==> src/dcp_consts.vh <==
`ifndef DCP_CONSTS_VH
`define DCP_CONSTS_VH

// instruction byte layout
`define DCP_INS_RW_BIT 7
`define DCP_INS_CNT_HI 6
`define DCP_INS_CNT_LO 5
`define DCP_INS_ADDR_HI 4
`define DCP_INS_ADDR_LO 0

// register map
`define DCP_ADDR_W 5
`define DCP_NUM_REGS 32
`define DCP_CTRL_ADDR 5'h00
`define DCP_CTRL_RESET 8'h80
`define DCP_OTHER_RESET 8'h00
`define DCP_BIT_ORDER_POS 6

// sequencing
`define DCP_BITS_PER_BYTE 4'h8
`define DCP_LAST_BIT 3'h7

`endif

==> src/dcp_regs.v <==
`timescale 1ns/1ns
`include "dcp_consts.vh"

module dcp_regs #(
  parameter NUM_REGS = `DCP_NUM_REGS
) (
  // clock and reset
  input wire i_clk,
  input wire i_rst_n,
  // write port
  input wire i_wr_en,
  input wire [`DCP_ADDR_W-1:0] i_wr_addr,
  input wire [7:0] i_wr_data,
  // read port
  input wire [`DCP_ADDR_W-1:0] i_rd_addr,
  output wire [7:0] o_rd_data,
  // control byte
  output wire [7:0] o_ctrl
);

  reg [7:0] mem_r [0:NUM_REGS-1];
  integer i;

  // every location reads and writes the same way
  always @(posedge i_clk or negedge i_rst_n) begin
    if (!i_rst_n) begin
      for (i = 0; i < NUM_REGS; i = i + 1) begin
        mem_r[i] <= (i == 0) ? `DCP_CTRL_RESET : `DCP_OTHER_RESET;
      end
    end else if (i_wr_en) begin
      mem_r[i_wr_addr] <= i_wr_data;
    end
  end

  assign o_rd_data = mem_r[i_rd_addr];
  assign o_ctrl = mem_r[`DCP_CTRL_ADDR];

endmodule

==> src/dcp_port.v <==
`timescale 1ns/1ns
`include "dcp_consts.vh"

module dcp_port (
  // clock and reset
  input wire I_CLK,
  input wire I_RST_N,
  // serial link pins
  input wire I_SCLK,
  input wire I_PORT_SELECT_N,
  input wire I_SDIO,
  output wire O_SDIO,
  output wire O_SDIO_OE,
  input wire I_MODE_RESET,
  // register contents and write activity
  output wire [7:0] O_CTRL,
  output wire O_WR_STB,
  output wire [`DCP_ADDR_W-1:0] O_WR_ADDR,
  output wire [7:0] O_WR_DATA
);

  localparam ST_INSTR = 2'b00;
  localparam ST_DATA = 2'b01;
  localparam ST_DONE = 2'b10;

  // shift one bit into a byte in the chosen order
  function [7:0] shift_in;
    input [7:0] cur;
    input bit_in;
    input lsb_first;
    begin
      shift_in = lsb_first ? {bit_in, cur[7:1]} : {cur[6:0], bit_in};
    end
  endfunction

  // byte address step between data bytes; wraps within the address space
  function [`DCP_ADDR_W-1:0] step_addr;
    input [`DCP_ADDR_W-1:0] cur;
    input lsb_first;
    begin
      step_addr = lsb_first ? cur + {{(`DCP_ADDR_W-1){1'b0}}, 1'b1} :
        cur - {{(`DCP_ADDR_W-1){1'b0}}, 1'b1};
    end
  endfunction

  // read bit that leaves after idx bits of the byte have gone
  function pick_bit;
    input [7:0] data;
    input [2:0] idx;
    input lsb_first;
    begin
      pick_bit = lsb_first ? data[idx] : data[`DCP_LAST_BIT - idx];
    end
  endfunction

  // two-stage synchronisers; the link clock is sampled, not used as a clock
  reg [1:0] sclk_s_r;
  reg [1:0] sel_s_r;
  reg [1:0] sdi_s_r;
  reg [1:0] mode_s_r;
  reg sclk_d_r;
  reg mode_d_r;

  always @(posedge I_CLK or negedge I_RST_N) begin
    if (!I_RST_N) begin
      sclk_s_r <= 2'b00;
      // select resets high so no frame starts out of reset
      sel_s_r <= 2'b11;
      sdi_s_r <= 2'b00;
      mode_s_r <= 2'b00;
      sclk_d_r <= 1'b0;
      mode_d_r <= 1'b0;
    end else begin
      sclk_s_r <= {sclk_s_r[0], I_SCLK};
      sel_s_r <= {sel_s_r[0], I_PORT_SELECT_N};
      sdi_s_r <= {sdi_s_r[0], I_SDIO};
      mode_s_r <= {mode_s_r[0], I_MODE_RESET};
      sclk_d_r <= sclk_s_r[1];
      mode_d_r <= mode_s_r[1];
    end
  end

  wire sclk_rise = sclk_s_r[1] & ~sclk_d_r;
  wire sclk_fall = ~sclk_s_r[1] & sclk_d_r;
  wire sel_n = sel_s_r[1];
  wire sdi = sdi_s_r[1];
  wire mode_fall = mode_d_r & ~mode_s_r[1];
  // restart both when deselected and after a mode/reset pulse
  wire restart = sel_n | mode_fall | mode_s_r[1];

  reg [1:0] state_r;
  reg [2:0] bit_cnt_r;
  reg [7:0] shift_r;
  reg rw_r;
  reg [1:0] left_r;
  reg [`DCP_ADDR_W-1:0] addr_r;
  reg wr_stb_r;
  reg [`DCP_ADDR_W-1:0] wr_addr_r;
  reg [7:0] wr_data_r;
  reg sdo_r;
  reg oe_r;

  wire [7:0] ctrl;
  wire [7:0] rd_data;
  wire lsb_first = ctrl[`DCP_BIT_ORDER_POS];
  wire [7:0] byte_now = shift_in(shift_r, sdi, lsb_first);
  wire byte_end = (bit_cnt_r == `DCP_LAST_BIT);
  // read data may only leave while a read data phase is live
  wire rd_phase = ~restart & (state_r == ST_DATA) & rw_r;

  // one flat array; address 0 also drives the control byte, the other addresses are plain storage
  dcp_regs #(
    .NUM_REGS(`DCP_NUM_REGS)
  ) u_regs (
    .i_clk(I_CLK),
    .i_rst_n(I_RST_N),
    .i_wr_en(wr_stb_r),
    .i_wr_addr(wr_addr_r),
    .i_wr_data(wr_data_r),
    .i_rd_addr(addr_r),
    .o_rd_data(rd_data),
    .o_ctrl(ctrl)
  );

  always @(posedge I_CLK or negedge I_RST_N) begin
    if (!I_RST_N) begin
      state_r <= ST_INSTR;
      bit_cnt_r <= 3'h0;
      shift_r <= 8'h00;
      rw_r <= 1'b0;
      left_r <= 2'b00;
      addr_r <= {`DCP_ADDR_W{1'b0}};
      wr_stb_r <= 1'b0;
      wr_addr_r <= {`DCP_ADDR_W{1'b0}};
      wr_data_r <= 8'h00;
    end else begin
      wr_stb_r <= 1'b0;
      if (restart) begin
        // a partial byte is simply dropped here
        state_r <= ST_INSTR;
        bit_cnt_r <= 3'h0;
        shift_r <= 8'h00;
      end else if (sclk_rise) begin
        // only the synchronised link clock advances the sequence
        case (state_r)
          ST_INSTR: begin
            shift_r <= byte_now;
            bit_cnt_r <= bit_cnt_r + 3'h1;
            if (byte_end) begin
              rw_r <= byte_now[`DCP_INS_RW_BIT];
              left_r <= byte_now[`DCP_INS_CNT_HI:`DCP_INS_CNT_LO];
              addr_r <= byte_now[`DCP_INS_ADDR_HI:`DCP_INS_ADDR_LO];
              state_r <= ST_DATA;
            end
          end
          ST_DATA: begin
            shift_r <= byte_now;
            bit_cnt_r <= bit_cnt_r + 3'h1;
            if (byte_end) begin
              if (!rw_r) begin
                wr_stb_r <= 1'b1;
                wr_addr_r <= addr_r;
                wr_data_r <= byte_now;
              end
              // next address follows the bit order in use
              addr_r <= step_addr(addr_r, lsb_first);
              left_r <= left_r - 2'b01;
              if (left_r == 2'b00) begin
                state_r <= ST_DONE;
              end
            end
          end
          ST_DONE: begin
            // only a restart leaves this state
            state_r <= ST_DONE;
          end
          default: begin
            state_r <= ST_INSTR;
          end
        endcase
      end
    end
  end

  // read data leaves on falling edges, half a link clock ahead of the host's sample
  always @(posedge I_CLK or negedge I_RST_N) begin
    if (!I_RST_N) begin
      sdo_r <= 1'b0;
      oe_r <= 1'b0;
    end else if (!rd_phase) begin
      oe_r <= 1'b0;
    end else if (sclk_fall) begin
      sdo_r <= pick_bit(rd_data, bit_cnt_r, lsb_first);
      oe_r <= 1'b1;
    end
  end

  assign O_SDIO = sdo_r;
  assign O_SDIO_OE = oe_r;
  assign O_CTRL = ctrl;
  assign O_WR_STB = wr_stb_r;
  assign O_WR_ADDR = wr_addr_r;
  assign O_WR_DATA = wr_data_r;

endmodule

==> config.mk <==
export PLATFORM = sky130hd
export DESIGN_NAME = dcp_port
export DESIGN_NICKNAME = d
export VERILOG_FILES = /design/src/dcp_regs.v /design/src/dcp_port.v
export VERILOG_INCLUDE_DIRS = /design/src
export SDC_FILE = /design/constraint.sdc
export NUM_CORES = 1
export LEC_CHECK = 0
export ABC_AREA = 1
export BUFFER_PORTS_ARGS = -buffer_cell sky130_fd_sc_hd__buf_4
export CORE_MARGIN = 2
export CORE_UTILIZATION = 23
export CTS_BUF_LIST = sky130_fd_sc_hd__clkbuf_4
export DETAILED_ROUTE_END_ITERATION = 12
export GPL_ROUTABILITY_DRIVEN = 1
export PLACE_DENSITY = 0.48
export SYNTH_ARGS = -nofsm -noshare
export SYNTH_HDL_FRONTEND = slang
export SYNTH_SLANG_ARGS = --single-unit
export TNS_END_PERCENT = 1
==> constraint.sdc <==
create_clock -name I_CLK -period 2 [get_ports I_CLK]
set_input_delay 0.1 -clock I_CLK [delete_from_list [all_inputs] [get_ports I_CLK]]
set_output_delay 0.1 -clock I_CLK [all_outputs]
set_load 0.03 [all_outputs]
==> impl_metrics.ini, run 1 <==
[outcome]
status = finished with violations
violations = setup timing

[floorplan]
coreArea_um2 = 60200
die_h_um = 250
rows = 90
die_w_um = 250
start_util = 0.232
die-area_um2 = 62700
pin_count = 30

[cells_and_area]
layout-drive-gt1-share = 0.216
multiInputGateArea_um2 = 6100
final_nets = 1866
area_growth_pct = 26.7
regArea_um2 = 7590
final_cell_mix = 597 x nand2_1, 297 x dfrtp_1, 260 x o21ai_0
final_util = 0.294
num-fill-cells = 6461
layout_commonest_cell = nand2_1

[timing]
setup_viol = 3
period_minus_slack_ps = 2150
finalHoldViolations = 0
fmax_mhz = 464
final.period_utilization = 1.08
skew_ps = 45.7
rsz0062_at_grt = yes
max-slew-margin-rel = 0.619
worst_pin_slew_ps = 570
final.setup.worst_slack_ps = -153
slew_violations = 0

[critical_path]
r2r_cells = 10
endpoint_kind = register
start_kind = register
r2r_end = addr_r[2]
regToRegStartpoint = addr_r[0]
crit_path_max_fanout = 7
cp.arrival_ps = 2830
cp.required_ps = 2680
rrSetupSlack_ps = -150
critPathKind = register to register

[drt]
initialDrtViolationCount = 902
wl_um = 46100
avgViaCountPerCell = 4.58
routed-via-count = 12362
ant_nets = 0
drc = 0
wl_per_cell_um = 17.1
drt_first_pass_iters = 5

[min_path]
hold_path_end = mode_s_r[1]
hold_start = mode_s_r[0]
hold_path.class = register to register
whs_path_depth = 0

[synth]
ys_seq_elements = 303
ys_types = 29
synth_top_family_by_area = simple AND/OR/NAND/NOR gates
syn_inst = 1725
synth-simple-area-share = 0.280
synth_area_per_cell_um2 = 8.10
synth-adder-area-share = 0.00950
synth-xor-area-share = 0.00251
synth_edf_count = 0
synth_mux_area_frac = 0
synth_seq_area_share = 0.543
async_reset_ff_frac = 1.00
synth_area_um2 = 14000
synth_compound_area_frac = 0.113
yosysWarnings = 0
synthesis.nets = 1741
synth-main-ff-cell = dfrtp_1

[job]
cap_violations = 0

[global_routing]
grt_pass1_wl_um = 72200
grt_pass1_vias = 12380
grt_antenna_before_repair = 3
overflow = 0
track_usage = 0.147
grt_max_degree = 69

[clock_network]
clock_sinks = 303
clkTransAtPathRegs_ps = 60
htree_levels = 3
cts-root-buf = clkbuf_4
cts_buffer_depth = 3
cts_buffers = 89
insertion_delay_ps = 810
cts_tree = done

[power_and_ir_drop]
power.total_uw = 12400
pwr-share-comb = 0.016
p_int_uw = 9480
swShare = 0.235
switching_power_uw = 2910
p_leak_uw = 0.00773
power_density_nw_per_um2 = 700
vdd_drop_max_v = 0.000348
p_seq_frac = 0.496
power_frac_clock = 0.487

[placed_design]
portBuffers = 29
gp_congestion = 0.854
dp_hpwl_um = 28300
## cells in the mapped netlist, types with 5 or more instances
library cell / n / area, µm²
a21oi_1: 34 / 170
buf_2: 35 / 175
buf_4: 14 / 105
clkbuf_1: 73 / 274
dfrtp_1: 300 / 7510
ha_1: 9 / 113
inv_1: 34 / 128
inv_2: 9 / 33.8
nand2_1: 618 / 2320
nand3_1: 237 / 1190
nor2_1: 48 / 180
nor3_1: 9 / 45.0
nor3_2: 6 / 60.1
o21ai_0: 265 / 1330
o22ai_1: 5 / 31.3
## cells by family (layout without fill, tap and decap cells)
| logic type | Yosys count | count (layout) |
|---|---|---|
| fa+ha+maj | 10 | 10 |
| other cells | 0 | 3 |
| xor+xnor | 4 | 4 |
| flops | 303 | 303 |
| simple gates | 928 | 928 |
| compound gates | 310 | 310 |
| buf+inv | 170 | 357 |
## layer usage
| metal | up-vias | track usage | routed length, µm |
|---|---|---|---|
| met5 | - | 0 | 13 |
| met4 | 2 | 0.0534 | 1080 |
| met3 | 89 | 0.0302 | 2320 |
| met2 | 298 | 0.231 | 21200 |
| met1 | 6002 | 0.199 | 21500 |
| li1 | 5971 | - | - |
## sequential cells by signal, indices dropped and copies added, names as in the netlist
| signal | cells |
|---|---|
| O_SDIO | 1 |
| O_SDIO_OE | 1 |
| O_WR_ADDR | 5 |
| O_WR_DATA | 8 |
| O_WR_STB | 1 |
| addr_r | 5 |
| bit_cnt_r | 3 |
| left_r | 2 |
| mode_d_r | 1 |
| mode_s_r | 2 |
| rw_r | 1 |
| sclk_d_r | 1 |
| sclk_s_r | 2 |
| sdi_s_r | 2 |
| sel_s_r | 2 |
| shift_r | 8 |
| state_r | 2 |
| u_regs.mem_r | 248 |
| u_regs.o_ctrl | 8 |
## worst max-delay path by stage
stage	end	start	slack, ps	cells past startpoint
3_5_place_dp	O_SDIO	addr_r[0]	-210	16
6_report	addr_r[2]	addr_r[0]	-150	10
3_3_place_gp	O_SDIO	addr_r[0]	-250	16
5_1_grt	O_SDIO	addr_r[0]	-270	18
4_1_cts	O_SDIO	addr_r[0]	-80	15
2_1_floorplan	u_regs.mem_r[70]	O_WR_STB	210	7
## area by class of cell
class | count | area share
antenna | 3 | 0.000424
clock buffer | 134 | 0.0568
clock inverter | 19 | 0.00742
inverter | 46 | 0.0114
multi-input combinational | 1252 | 0.345
sequential | 303 | 0.429
tap | 782 | 0.0553
timing repair buffer | 157 | 0.0943
timing repair inverter | 1 | 0.000919
## metrics by stage
stage | setup TNS, ps | setup slack (ps) | area (µm²) | hold slack [ps] | cells
after floorplan | 0 | 208 | 14000 | -196 | 1725
after global placement | -255 | -255 | 15600 | 57.2 | 2514
after detailed placement | -226 | -207 | 15600 | 54.6 | 2514
after CTS | -80.3 | -80.3 | 17100 | 356 | 2682
after global routing | -1380 | -272 | 17700 | 361 | 2697
final | -384 | -153 | 17700 | 352 | 2697
## worst max-delay path, stage by stage, from the launching register on
cell and delay (ps):
dfrtp_4 420, buf_12 170, clkinv_8 80, buf_16 150, buf_12 140, buf_8 120
fa_2 380, buf_6 130, xnor2_1 110, o211ai_1 200, o21ai_1 110
## power by group through the flow
| stage | clock (µW) | sequential [µW] | combinational [µW] |
|---|---|---|---|
| 2_1_floorplan | 0 | 6260 | 12.3 |
| 3_3_place_gp | 0 | 6260 | 189 |
| 3_5_place_dp | 0 | 6260 | 190 |
| 4_1_cts | 6250 | 6150 | 215 |
| 5_1_grt | 6600 | 6140 | 234 |
| 6_report | 6040 | 6150 | 204 |
## what timing repair did
action                                  4_1_cts  5_1_grt
gates cloned                                  2        4
hold endpoints to repair                    307        0
hold buffers                                 11        0
setup buffers                                 2        9
pin swaps                                     6       25
resized for setup                            42       97
endpoints found under the setup margin        4       26
Note: power is estimated with default switching activity, not from simulation.
==> run 2, diff against run 1 <==
- CELL_PAD_IN_SITES_DETAIL_PLACEMENT: unset -> 0
- CELL_PAD_IN_SITES_GLOBAL_PLACEMENT: unset -> 1
- PLACE_DENSITY: 0.48 -> 0.55
==> impl_metrics.ini, run 2 (synthesis results as in run 1) <==
[outcome]
status = finished with violations
violations = setup timing

[critical_path]
crit_path_max_fanout = 8
cp-startpoint = addr_r[0]
regToRegStartpoint = addr_r[0]
slowest_delay_ps = 600
crit_chain = buf_4 -> buf_4 -> nand2_1 -> nand3_1 -> nand3_2 -> nand2_1 -> nand2_1 -> nand3_2 -> nand3_2 -> nand3_2 -> nand2_1 -> nand2_1 -> nand3_1 -> nand2_1 -> nand2_1 -> nand2_1
crit_family = simple AND/OR/NAND/NOR gates
cp_slowest_cell = dfrtp_4
critical_path.most_common_cell = nand2_1
cp.arrival_ps = 2960
worst-path-buf-inv = 2
critPathKind = register to register
endpoint_kind = register
cp.required_ps = 2750
start_kind = register

[power_and_ir_drop]
power_density_nw_per_um2 = 697
p_leak_uw = 0.00787
vdd_drop_max_v = 0.000374
power.total_uw = 12500

[global_routing]
overflow = 0
grt_pass1_vias = 12471
grt_pass1_wl_um = 75700
grt_max_degree = 90
track_usage = 0.158
grt_antenna_before_repair = 3

[cells_and_area]
largest_register = u_regs.mem_r
largest_reg_flops = 248
layout_commonest_cell = nand2_1
final_util = 0.297
area_growth_pct = 28.2
final_cell_mix = 599 x nand2_1, 297 x dfrtp_1, 262 x o21ai_0
final_nets = 1880
layout-drive-gt1-share = 0.215

[floorplan]
die-area_um2 = 62700
rows = 90
pin_count = 30
start_util = 0.232
die_w_um = 250
coreArea_um2 = 60200
die_h_um = 250

[clock_network]
cts-root-buf = clkbuf_4
clock_sinks = 303
cts_buffer_depth = 3
cts_buffers = 91
insertion_delay_ps = 850
clkTransAtPathRegs_ps = 60
cts_tree = done
htree_levels = 3

[drt]
drc = 0
initialDrtViolationCount = 973
routed-via-count = 12396
drt_first_pass_iters = 7
ant_nets = 0
avgViaCountPerCell = 4.58
wl_um = 49000
wl_per_cell_um = 18.1

[timing]
finalHoldViolations = 0
rsz0062_at_grt = yes
slew_violations = 0
final.period_utilization = 1.11
skew_ps = 65.8
max-slew-margin-rel = 0.626
final.setup.worst_slack_ps = -215
fin_setup_tns_ps = -535
period_minus_slack_ps = 2220
worst_pin_slew_ps = 560
fmax_mhz = 451
setup_viol = 3

[min_path]
hold_start = sdi_s_r[0]
hold_path.class = register to register

[placed_design]
portBuffers = 29
place_ws_ps = -265
dp_hpwl_um = 30000
gp_congestion = 0.767

[job]
cap_violations = 0
-- run 2: power by group --
part	switching [µW]	internal, µW
combinational	152	47.8
clock	2840	3290
sequential	5.14	6140
total	2990	9480
-- run 2: area by class of cell --
type                            instances  area [µm²]
Fill cell                            6445       42300
Timing Repair inverter                  1        11.3
Inverter                               46         185
Sequential cell                       303        7590
Antenna cell                            2        5.00
Clock buffer                          128         961
Tap cell                              782         978
Multi-Input combinational cell       1252        6060
Timing Repair Buffer                  169        1940
Clock inverter                         25         174
-- run 2: final timing paths --
path / endpoint / slack (ps) / depth (start not counted)
hold / removal: sdi_s_r[1] / 350 / 0
setup reg to reg: O_SDIO / -220 / 16
hold reg to reg: sdi_s_r[1] / 350 / 0
max in group asynchronous: u_regs.mem_r[146] / 1050 / 4
min in group asynchronous: addr_r[2] / 390 / 4
setup / recovery: O_SDIO / -220 / 16
-- run 2: per-layer routing --
layer / track usage / wire length, µm
met5: 0 / 0
met3: 0.0296 / 1970
met1: 0.211 / 23100
met4: 0.0638 / 1380
met2: 0.251 / 22600
-- run 2: through the flow --
step	hold WS [ps]	cells	area [µm²]
floorplan	-196	1725	14000
global placement	-13.8	2523	15800
detailed placement	-11.9	2523	15800
CTS	305	2698	17300
global route	364	2708	17900
finish	348	2708	17900
-- run 2: what timing repair did --
item                                    CTS  global route
resized for setup                        18           105
pin swaps                                 0            34
endpoints found under the setup margin    1            24
gates cloned                              5             3
hold buffers                             11             0
setup buffers                             6             5
hold endpoints to repair                307             0
